File: src/meas_pkg.sv
// package: constants for the measurement back end
package meas_pkg;
  localparam int          DATA_W        = 24;
  localparam int          OSR_W         = 3;
  localparam int          IIR_W         = 3;
  // base conversion slot per oversampling step, in ns
  localparam int          T_SAMPLE_NS   = 1000;
  localparam int          CLK_NS        = 10;
  localparam int          SAMPLE_CYC    = (T_SAMPLE_NS + CLK_NS - 1) / CLK_NS;
  // reconfiguration delays, in ns
  localparam int          T_RECONF_NS   = 20000;
  localparam int          T_RECONF_D_NS = 40000;
  localparam int          RECONF_CYC    = (T_RECONF_NS + CLK_NS - 1) / CLK_NS;
  localparam int          RECONF_D_CYC  = (T_RECONF_D_NS + CLK_NS - 1) / CLK_NS;
  localparam int          CNT_W         = 20;
  localparam logic [1:0]  FRAME_DIS     = 2'h0;
  localparam logic [1:0]  FRAME_T       = 2'h1;
  localparam logic [1:0]  FRAME_P       = 2'h2;
  localparam logic [1:0]  FRAME_PT      = 2'h3;
  localparam logic [1:0]  MODE_STANDBY  = 2'h0;
  localparam logic [1:0]  MODE_NORMAL   = 2'h1;
  localparam logic [1:0]  MODE_FORCED   = 2'h2;
  localparam logic [1:0]  MODE_CONT     = 2'h3;
  // select bit positions in the five-bit source select
  localparam int          SEL_REG_T     = 0;
  localparam int          SEL_FIFO_T    = 1;
  localparam int          SEL_REG_P     = 2;
  localparam int          SEL_FIFO_P    = 3;
  localparam int          SEL_OOR_P     = 4;
  localparam logic [23:0] DATA_RST      = 24'h000000;
endpackage

File: src/iir_if.sv
// interface: one filter channel between sequencer and filter
interface iir_if;
  logic                      flush;
  logic                      load;
  logic [meas_pkg::IIR_W-1:0] coef_code;
  logic [meas_pkg::DATA_W-1:0] raw;
  logic [meas_pkg::DATA_W-1:0] filt;
  modport ctrl (output flush, load, coef_code, raw, input filt);
  modport filt_side (input flush, load, coef_code, raw, output filt);
endinterface

File: src/iir_channel.sv
// module: first-order low-pass filter for one channel
module iir_channel (
  input  wire logic mclk,
  input  wire logic rst_b,
  iir_if.filt_side  ch
);
  logic [meas_pkg::DATA_W-1:0] state;
  logic [meas_pkg::DATA_W-1:0] next_state;
  logic                        primed;
  logic                        next_primed;
  logic [6:0]                  coef;
  logic [31:0]                 acc;

  always_comb begin
    // code n selects coefficient 2^n - 1, so divide by 2^n
    coef = 7'((8'h01 << ch.coef_code) - 8'h01);
    acc = 32'(state) * 32'(coef) + 32'(ch.raw);
    next_state = state;
    next_primed = primed;
    if (ch.flush) begin
      next_primed = 1'b0;
    end
    if (ch.load) begin
      if (!primed || ch.flush || ch.coef_code == 3'h0) begin
        next_state = ch.raw;
      end else begin
        next_state = 24'(acc >> ch.coef_code);
      end
      next_primed = 1'b1;
    end
  end

  always_ff @(posedge mclk) begin
    if (!rst_b) begin
      state  <= meas_pkg::DATA_RST;
      primed <= 1'b0;
    end else begin
      state  <= next_state;
      primed <= next_primed;
    end
  end

  assign ch.filt = state;

  filt_first_a: assert property (@(posedge mclk)
    disable iff (!rst_b) (ch.load && (ch.flush || !primed)) |=>
    state == $past(ch.raw)) else $error("first sample not loaded");
  filt_hold_a: assert property (@(posedge mclk)
    disable iff (!rst_b) !ch.load |=> state == $past(state))
    else $error("filter state moved without a sample");
endmodule

File: src/meas_backend.sv
// module: measurement sequencing, filtering, source select and shadowing
// Operation
// - pressure plus temperature when enabled or selected
// - pressure never converted without temperature
// - conversion time scales with oversampling factor
// - two 3-bit oversampling fields, x1 to x128
// - config change restarts after reconfiguration delay
// - filter averages previous state with new sample
// - per-channel coefficient code, zero bypasses
// - filters reset on entering normal or continuous
// - flush bit resets filter state
// - five bits select filtered or raw data
// - result registers hold latest measurement
// - temperature 24-bit, 16 fractional bits
// - pressure 24-bit, 6 fractional bits
// - results during burst read go to shadow
// - burst end copies shadow to visible
// - frame selector encodes fifo content
module meas_backend (
  input  wire logic        mclk,
  input  wire logic        rst_b,
  input  wire logic [1:0]  pwr_mode,
  input  wire logic        deep_active,
  input  wire logic        press_en,
  input  wire logic [1:0]  frame_sel,
  input  wire logic [2:0]  osr_t,
  input  wire logic [2:0]  osr_p,
  input  wire logic [4:0]  odr,
  input  wire logic        odr_tick,
  input  wire logic [2:0]  iir_t,
  input  wire logic [2:0]  iir_p,
  input  wire logic [4:0]  src_sel,
  input  wire logic        iir_flush,
  input  wire logic        adc_valid,
  input  wire logic [23:0] adc_data,
  input  wire logic        burst_active,
  output logic             adc_start,
  output logic             adc_is_press,
  output logic             meas_busy,
  output logic             press_active,
  output logic             meas_done,
  output logic [7:0]       temp_result_hi,
  output logic [7:0]       temp_result_mid,
  output logic [7:0]       temp_result_lo,
  output logic [7:0]       press_result_hi,
  output logic [7:0]       press_result_mid,
  output logic [7:0]       press_result_lo,
  output logic [23:0]      fifo_temp,
  output logic [23:0]      fifo_press,
  output logic [23:0]      oor_press
);
  // ****************************************
  // types and helpers
  // ****************************************
  typedef enum logic [4:0] {
    ST_IDLE   = 5'b00001,
    ST_RECONF = 5'b00010,
    ST_CONV_T = 5'b00100,
    ST_CONV_P = 5'b01000,
    ST_WAIT   = 5'b10000
  } seq_t;

  // oversampling code to cycle count: x1..x128 times one slot
  function automatic logic [19:0] conv_cycles(input logic [2:0] code);
    conv_cycles = 20'(meas_pkg::SAMPLE_CYC) << code;
  endfunction

  function automatic logic active_mode(input logic [1:0] m);
    active_mode = (m == meas_pkg::MODE_NORMAL) || (m == meas_pkg::MODE_CONT);
  endfunction

  iir_if ch_t ();
  iir_if ch_p ();

  iir_channel u_iir_t (
    .mclk  (mclk),
    .rst_b (rst_b),
    .ch    (ch_t)
  );
  iir_channel u_iir_p (
    .mclk  (mclk),
    .rst_b (rst_b),
    .ch    (ch_p)
  );

  // ****************************************
  // sequencer
  // ****************************************
  seq_t         state;
  seq_t         next_state;
  logic [19:0]  cnt;
  logic [19:0]  next_cnt;
  logic [1:0]   prev_mode;
  logic [11:0]  prev_cfg;
  logic         both;
  logic         cfg_change;
  logic         enter_active;
  logic         forced_pend;
  logic         next_forced_pend;
  logic         done_pulse;
  logic         next_done;
  logic [23:0]  t_raw;
  logic [23:0]  next_t_raw;

  always_comb begin
    // pressure conversion implies temperature conversion
    both = press_en || frame_sel == meas_pkg::FRAME_P
        || frame_sel == meas_pkg::FRAME_PT;
    enter_active = active_mode(pwr_mode) && !active_mode(prev_mode);
    // odr only counts in normal mode
    cfg_change = active_mode(pwr_mode) && active_mode(prev_mode) &&
      (prev_cfg != {press_en, osr_t, osr_p,
        pwr_mode == meas_pkg::MODE_NORMAL ? odr : prev_cfg[4:0]});
  end

  always_comb begin
    next_state = state;
    next_cnt = cnt;
    next_forced_pend = forced_pend;
    next_done = 1'b0;
    next_t_raw = t_raw;
    adc_start = 1'b0;
    adc_is_press = 1'b0;
    ch_t.load = 1'b0;
    ch_p.load = 1'b0;
    if (pwr_mode == meas_pkg::MODE_FORCED && prev_mode != pwr_mode) begin
      next_forced_pend = 1'b1;
    end
    if (cfg_change) begin
      // restart with new settings after the reconfiguration delay
      next_state = ST_RECONF;
      next_cnt = deep_active ? 20'(meas_pkg::RECONF_D_CYC)
                             : 20'(meas_pkg::RECONF_CYC);
    end else begin
      unique case (state)
        ST_IDLE: begin
          if (enter_active || next_forced_pend) begin
            next_state = ST_CONV_T;
            next_cnt = conv_cycles(osr_t);
            next_forced_pend = 1'b0;
            adc_start = 1'b1;
          end
        end
        ST_RECONF: begin
          if (cnt <= 20'h1) begin
            next_state = ST_CONV_T;
            next_cnt = conv_cycles(osr_t);
            adc_start = 1'b1;
          end else begin
            next_cnt = cnt - 20'h1;
          end
        end
        ST_CONV_T: begin
          if (cnt != 20'h0) begin
            next_cnt = cnt - 20'h1;
          end
          if (adc_valid && cnt == 20'h0) begin
            next_t_raw = adc_data;
            if (both) begin
              next_state = ST_CONV_P;
              next_cnt = conv_cycles(osr_p);
              adc_start = 1'b1;
              adc_is_press = 1'b1;
            end else begin
              ch_t.load = 1'b1;
              next_done = 1'b1;
              next_state = ST_WAIT;
            end
          end
        end
        ST_CONV_P: begin
          adc_is_press = 1'b1;
          if (cnt != 20'h0) begin
            next_cnt = cnt - 20'h1;
          end
          if (adc_valid && cnt == 20'h0) begin
            // both channels complete together
            ch_t.load = 1'b1;
            ch_p.load = 1'b1;
            next_done = 1'b1;
            next_state = ST_WAIT;
          end
        end
        ST_WAIT: begin
          if (pwr_mode == meas_pkg::MODE_CONT ||
              (pwr_mode == meas_pkg::MODE_NORMAL && odr_tick)) begin
            next_state = ST_CONV_T;
            next_cnt = conv_cycles(osr_t);
            adc_start = 1'b1;
          end else if (!active_mode(pwr_mode)) begin
            next_state = ST_IDLE;
          end
        end
        default: begin
          next_state = ST_IDLE;
        end
      endcase
    end
  end

  always_ff @(posedge mclk) begin
    if (!rst_b) begin
      state       <= ST_IDLE;
      cnt         <= 20'h0;
      prev_mode   <= meas_pkg::MODE_STANDBY;
      prev_cfg    <= 12'h000;
      forced_pend <= 1'b0;
      done_pulse  <= 1'b0;
      t_raw       <= meas_pkg::DATA_RST;
    end else begin
      state       <= next_state;
      cnt         <= next_cnt;
      prev_mode   <= pwr_mode;
      prev_cfg    <= {press_en, osr_t, osr_p,
        pwr_mode == meas_pkg::MODE_NORMAL ? odr : prev_cfg[4:0]};
      forced_pend <= next_forced_pend;
      done_pulse  <= next_done;
      t_raw       <= next_t_raw;
    end
  end

  // filters: reset on entry to an active mode or by the flush bit
  assign ch_t.flush = enter_active || iir_flush;
  assign ch_p.flush = enter_active || iir_flush;
  assign ch_t.coef_code = iir_t;
  assign ch_p.coef_code = iir_p;
  assign ch_t.raw = (state == ST_CONV_P) ? t_raw : adc_data;
  assign ch_p.raw = adc_data;

  assign meas_busy = state != ST_IDLE && state != ST_WAIT;
  assign press_active = both;
  assign meas_done = done_pulse;

  // ****************************************
  // source select and shadowing
  // ****************************************
  logic [23:0] raw_t_q;
  logic [23:0] raw_p_q;
  logic [23:0] next_raw_t;
  logic [23:0] next_raw_p;
  logic [23:0] vis_t;
  logic [23:0] vis_p;
  logic [23:0] shd_t;
  logic [23:0] shd_p;
  logic [23:0] next_vis_t;
  logic [23:0] next_vis_p;
  logic [23:0] next_shd_t;
  logic [23:0] next_shd_p;
  logic        shd_pend;
  logic        next_shd_pend;
  logic        p_done;
  logic        next_p_done;
  logic [23:0] sel_t;
  logic [23:0] sel_p;

  always_comb begin
    next_raw_t = ch_t.load ? ch_t.raw : raw_t_q;
    next_raw_p = ch_p.load ? ch_p.raw : raw_p_q;
    next_p_done = ch_p.load ? 1'b1 : (ch_t.load ? 1'b0 : p_done);
    sel_t = src_sel[meas_pkg::SEL_REG_T] ? ch_t.filt : raw_t_q;
    sel_p = src_sel[meas_pkg::SEL_REG_P] ? ch_p.filt : raw_p_q;
    next_vis_t = vis_t;
    next_vis_p = vis_p;
    next_shd_t = shd_t;
    next_shd_p = shd_p;
    next_shd_pend = shd_pend;
    if (done_pulse) begin
      if (burst_active) begin
        next_shd_t = sel_t;
        next_shd_p = p_done ? sel_p : (shd_pend ? shd_p : vis_p);
        next_shd_pend = 1'b1;
      end else begin
        next_vis_t = sel_t;
        next_vis_p = p_done ? sel_p : (shd_pend ? shd_p : vis_p);
        next_shd_pend = 1'b0;
      end
    end else if (shd_pend && !burst_active) begin
      // bus transaction over: copy everything at once
      next_vis_t = shd_t;
      next_vis_p = shd_p;
      next_shd_pend = 1'b0;
    end
  end

  always_ff @(posedge mclk) begin
    if (!rst_b) begin
      raw_t_q  <= meas_pkg::DATA_RST;
      raw_p_q  <= meas_pkg::DATA_RST;
      vis_t    <= meas_pkg::DATA_RST;
      vis_p    <= meas_pkg::DATA_RST;
      shd_t    <= meas_pkg::DATA_RST;
      shd_p    <= meas_pkg::DATA_RST;
      shd_pend <= 1'b0;
      p_done   <= 1'b0;
    end else begin
      raw_t_q  <= next_raw_t;
      raw_p_q  <= next_raw_p;
      vis_t    <= next_vis_t;
      vis_p    <= next_vis_p;
      shd_t    <= next_shd_t;
      shd_p    <= next_shd_p;
      shd_pend <= next_shd_pend;
      p_done   <= next_p_done;
    end
  end

  // temperature has 16 fraction bits, pressure 6; bytes split as stored
  assign temp_result_hi   = vis_t[23:16];
  assign temp_result_mid  = vis_t[15:8];
  assign temp_result_lo   = vis_t[7:0];
  assign press_result_hi  = vis_p[23:16];
  assign press_result_mid = vis_p[15:8];
  assign press_result_lo  = vis_p[7:0];
  assign fifo_temp  = src_sel[meas_pkg::SEL_FIFO_T] ? ch_t.filt : raw_t_q;
  assign fifo_press = src_sel[meas_pkg::SEL_FIFO_P] ? ch_p.filt : raw_p_q;
  assign oor_press  = src_sel[meas_pkg::SEL_OOR_P]  ? ch_p.filt : raw_p_q;

  shadow_hold_a: assert property (@(posedge mclk)
    disable iff (!rst_b) (burst_active && $past(burst_active))
    |-> $stable(vis_t)) else $error("visible data changed during burst");
  shadow_copy_a: assert property (@(posedge mclk)
    disable iff (!rst_b) (shd_pend && !burst_active && !done_pulse)
    |=> vis_t == $past(shd_t)) else $error("shadow not copied at burst end");
  press_needs_temp_a: assert property (@(posedge mclk)
    disable iff (!rst_b) state == ST_CONV_P |-> $past(state) inside
    {ST_CONV_T, ST_CONV_P}) else $error("pressure without temperature");
  reconf_delay_a: assert property (@(posedge mclk)
    disable iff (!rst_b) cfg_change |=> state == ST_RECONF)
    else $error("config change did not restart");
  conv_len_a: assert property (@(posedge mclk)
    disable iff (!rst_b) (adc_start && !adc_is_press) |=>
    cnt == conv_cycles($past(osr_t))) else $error("conversion length wrong");
endmodule

File: config.mk
export PLATFORM = sky130hd
export DESIGN_NAME = meas_backend
export DESIGN_NICKNAME = d
export VERILOG_FILES = /design/src/meas_pkg.sv /design/src/iir_if.sv /design/src/iir_channel.sv /design/src/meas_backend.sv
export SDC_FILE = /design/constraint.sdc
export NUM_CORES = 2
export LEC_CHECK = 0
export BUFFER_PORTS_ARGS = -buffer_cell sky130_fd_sc_hd__buf_2
export CAP_MARGIN = 20
export CORE_UTILIZATION = 55
export DETAILED_ROUTE_END_ITERATION = 6
export GPL_TIMING_DRIVEN = 0
export PLACE_DENSITY_LB_ADDON = 0.08
export SLEW_MARGIN = 5
export SYNTH_ARGS = -nofsm -noshare
export SYNTH_HDL_FRONTEND = slang
export SYNTH_SLANG_ARGS = --single-unit
File: constraint.sdc
create_clock -name mclk -period 7.42 [get_ports mclk]
set_input_delay 0.742 -clock mclk [delete_from_list [all_inputs] [get_ports mclk]]
set_output_delay 0.742 -clock mclk [all_outputs]
set_load 0.02 [all_outputs]
==> summary.md <==
| Metric | Value |
|---|---|
| GRT overflow | `0` |
| Worst R2R End | `u_iir_t.ch.filt[15]` |
| Mapped cell area | `0.0282 mm^2` |
| Max VDD drop | `217 uV` |
| CTS clk-pin slew, worst paths | `0.06 ns` |
| Iter 0 DRT Violations | `2,476` |
| Core Region | `0.0504 mm^2` |
| Wire per inst | `24.2 um` |
| Hold Path Depth | `2` |
| Initial antenna violation count | `3` |
| Fillcell total | `4,488` |
| Logic pwr share | `21.4%` |
| Relative slew slack | `21.4%` |
| Ports | `183` |
| Vias in the first global route | `26,900` |
| Height of the die | `228 um` |
| Min-delay worst type | `in2reg` |
| FF-to-FF path depth | `19` |
| Clock latency on the worst-skew pair | `0.62 ns` |
| Post-synth top area share | `18.9%` |
| Pre-CTS setup slack | `-2.39 ns` |
| Placed insts | `4,242` |
| Worst Setup End Kind | `flip-flop` |
| CP startpoint | `iir_p[0]` |
| Asr flop ratio synth | `0%` |
| Startpoint types | `primary input` |
| Pwr/cell area | `124 mW/mm^2` |
| RSZ-0062 raised after global routing | `no` |
| # setup viols final | `0` |
| First-pass detailed-route iteration total | `7` |
| Number of flops mapped to enable cells by yosys | `0` |
| Vias per cell | `6.21` |
| Pin count of the biggest net entering global routing | `18` |
| Outcome | `complete, but fails checks` |
| Total Routed Length | `104,000 um` |
| Fmax | `137 MHz` |
| R2r setup slk | `0.39 ns` |
| Net Switching | `1.26 mW` |
| Layout cell share with drive strength beyond 1 | `14.3%` |
| Final non-filler cell total | `4,296` |
| Post-synth top flop | `dfxtp_1` |
| Die span in x | `228 um` |
| Violated checks | `design-rule violations` |
| Layout area overhead | `11.7%` |
| Yosys Warn Count | `0` |
| Max_cap viols | `0` |
| Yosys reg bits | `261` |
| Min Tclk post-route | `7.28 ns` |
| Antenna Nets Post-Route | `0` |
| Critical Path AT | `7.67 ns` |
| Unique masters post-synth | `82` |
| Switching Share | `32.4%` |
| DRC | `2` |
| Worst Tran Pin Value | `1.18 ns` |
| Initial Utilization | `55.9%` |
| Reg-to-Reg Start | `state[2]` |
| CP required | `7.81 ns` |
| Clk Tree Root Cell | `clkbuf_16` |
| Clock Skews | `0.0286 ns` |
| RD Place Congestion | `1.00` |
| Synth area leaders | `fa_1 19%, dfxtp_1 19%, mux2_2 5.3%` |
| Sinks on Clock Net | `261` |
| Syn Area/Cell | `8.29 um^2` |
| TritonCTS clock tree | `done` |
| Leakage power | `13.3 nW` |
| Clock share of power | `41.3%` |
| First-pass GRT wire length | `158,000 um` |
| Seq/Total Area, Yosys | `18.5%` |
| Final net count | `4,040` |
| Hold Crit Start | `press_en` |
| Critical path peak fanout | `17` |
| Worst-case clock buffer depth | `3` |
| Inserted Clock Buffers | `31` |
| Register share of total power | `37.3%` |
| Internal | `2.63 mW` |
| Most common cell after layout, fill and taps aside | `nand2_1` |
| Fin worst setup slack | `0.137 ns` |
| Worst Path Class, Setup | `in2reg` |
| Cell accounting for the most synthesized area | `fa_1` |
| Hpwl dp | `82,000 um` |
| Hold EP | `prev_cfg[11]` |
| Mapped Cells | `3,398` |
| Mapped Nets | `3,837` |
| Buffers added on ports | `172` |
| Hold Vio Cnt, Final | `0` |
| # rows | `82` |
| Most frequent cells in the layout | `360 x nand2_1, 358 x inv_1, 266 x fa_1, 261 x dfxtp_1, 204 x nor2_1` |
| H-tree depth | `1` |
| Die area | `0.0521 mm^2` |
| Via count | `26,700` |
| Slew Viols, Final | `0` |
| Tot GR Track Use | `39.4%` |
| Share of the clock period used by the worst path | `98.1%` |
==> what timing repair did <==
item                                    4_1_cts  5_1_grt
setup buffers                                 8        4
pin swaps                                     7       11
endpoints found under the setup margin       48       37
resized for setup                            79       57
hold buffers                                  0        0
==> layout make-up <==
| class | count | area, um^2 | area share [%] |
|---|---|---|---|
| Multi-Input combinational cell | 2519 | 21000 | 66.7 |
| Sequential cell | 261 | 5230 | 16.6 |
| Inverter | 362 | 1360 | 4.32 |
| Buffer | 240 | 1030 | 3.28 |
| Timing Repair Buffer | 186 | 973 | 3.09 |
| Clock buffer | 42 | 877 | 2.79 |
| Tap cell | 672 | 841 | 2.67 |
| Clock inverter | 12 | 163 | 0.517 |
| Antenna cell | 2 | 5.00 | 0.0159 |
==> power groups by stage <==
| stage | clock, mW | combinational (mW) | sequential (mW) |
|---|---|---|---|
| global route | 1.66 | 0.882 | 1.45 |
| finish | 1.60 | 0.831 | 1.45 |
| CTS | 1.60 | 0.795 | 1.45 |
| floorplan | 0 | 0.507 | 1.47 |
| global placement | 0 | 0.761 | 1.48 |
| detailed placement | 0 | 0.770 | 1.48 |
==> sequential cells by signal (all words and copies together) (netlist names), 20 cells and up <==
register,cells
vis_p,24
shd_p,24
cnt,20
t_raw,24
shd_t,24
u_iir_p.ch.filt,24
raw_p_q,24
raw_t_q,24
u_iir_t.ch.filt,24
vis_t,24
==> cell usage after synthesis, types with 9 or more instances <==
cell and instances:
nand2_1 363, inv_1 359, fa_1 266, dfxtp_1 261, clkbuf_1 215, nor2_1 210, a21oi_1 189, mux2i_1 143
nor2b_1 141, and2_1 133, mux2_2 132, ha_1 115, o21ai_0 111, a211oi_1 96, o211ai_1 61, and3_1 60
nand3_1 50, xnor2_1 50, nor3_1 41, xor2_1 30, a31oi_1 28, buf_1 27, nand2b_1 24, mux4_2 21
nand4_1 21, a21o_1 19, o21a_1 16, or3_1 16, o22ai_1 15, buf_2 10, nor4_1 10, o221ai_1 10
o31ai_1 9
==> worst max path at each step <==
stage	end	slack [ns]	cells past startpoint
floorplan	u_iir_t.ch.filt[15]	-0.01	26
global placement	u_iir_p.ch.filt[17]	-2.29	26
detailed placement	u_iir_p.ch.filt[19]	-2.39	27
CTS	u_iir_t.ch.filt[20]	-0.009	28
global route	u_iir_t.ch.filt[15]	0.01	26
finish	u_iir_p.ch.filt[10]	0.14	24
==> layer usage <==
| layer | up-vias | wire length, um | global-route usage (%) |
|---|---|---|---|
| li1 | 11900 | - | - |
| met4 | 0 | 6050 | 20.6 |
| met3 | 305 | 8750 | 6.80 |
| met2 | 1309 | 48000 | 64.1 |
| met1 | 13200 | 41100 | 50.4 |
| met5 | - | 0 | 0 |
==> stage by stage <==
stage / util [%] / setup TNS (ns) / total power, mW / hold WS, ns / instance area (um^2)
after floorplan: - / -0.00994 / 1.98 / 0.429 / 28200
after global placement: 59.4 / -86.44 / 2.24 / 0.435 / 29900
after detailed placement: 59.4 / -88.90 / 2.25 / 0.443 / 29900
after CTS: 62.0 / -0.00921 / 3.84 / 0.373 / 31300
after global routing: 62.4 / 0 / 3.99 / 0.385 / 31500
final: 62.4 / 0 / 3.89 / 0.377 / 31500
==> critical path: stages <==
cell,delay [ns]
clkbuf_2,0.19
inv_2,0.17
buf_6,0.21
nand2_4,0.20
ha_4,0.27
xnor2_4,0.31
buf_2,0.41
nor2b_1,0.13
fa_1,0.53
inv_1,0.06
fa_1,0.51
fa_1,0.50
inv_1,0.05
fa_1,0.45
ha_1,0.36
a21oi_1,0.34
o211ai_1,0.37
a21oi_2,0.33
o21ai_0,0.14
xor2_1,0.20
mux4_2,0.52
a21o_1,0.20
a21oi_1,0.16
o21ai_0,0.28
==> logic make-up after synthesis <==
group / after synthesis / synth area share, %
mux: 296 / 12.0
fa+ha+maj: 381 / 24.0
compound gates: 661 / 15.4
xor+xnor: 80 / 2.49
flops: 261 / 18.5
simple gates: 1101 / 19.2
buf+inv: 618 / 8.34
Note: power is estimated with default switching activity, not from simulation.
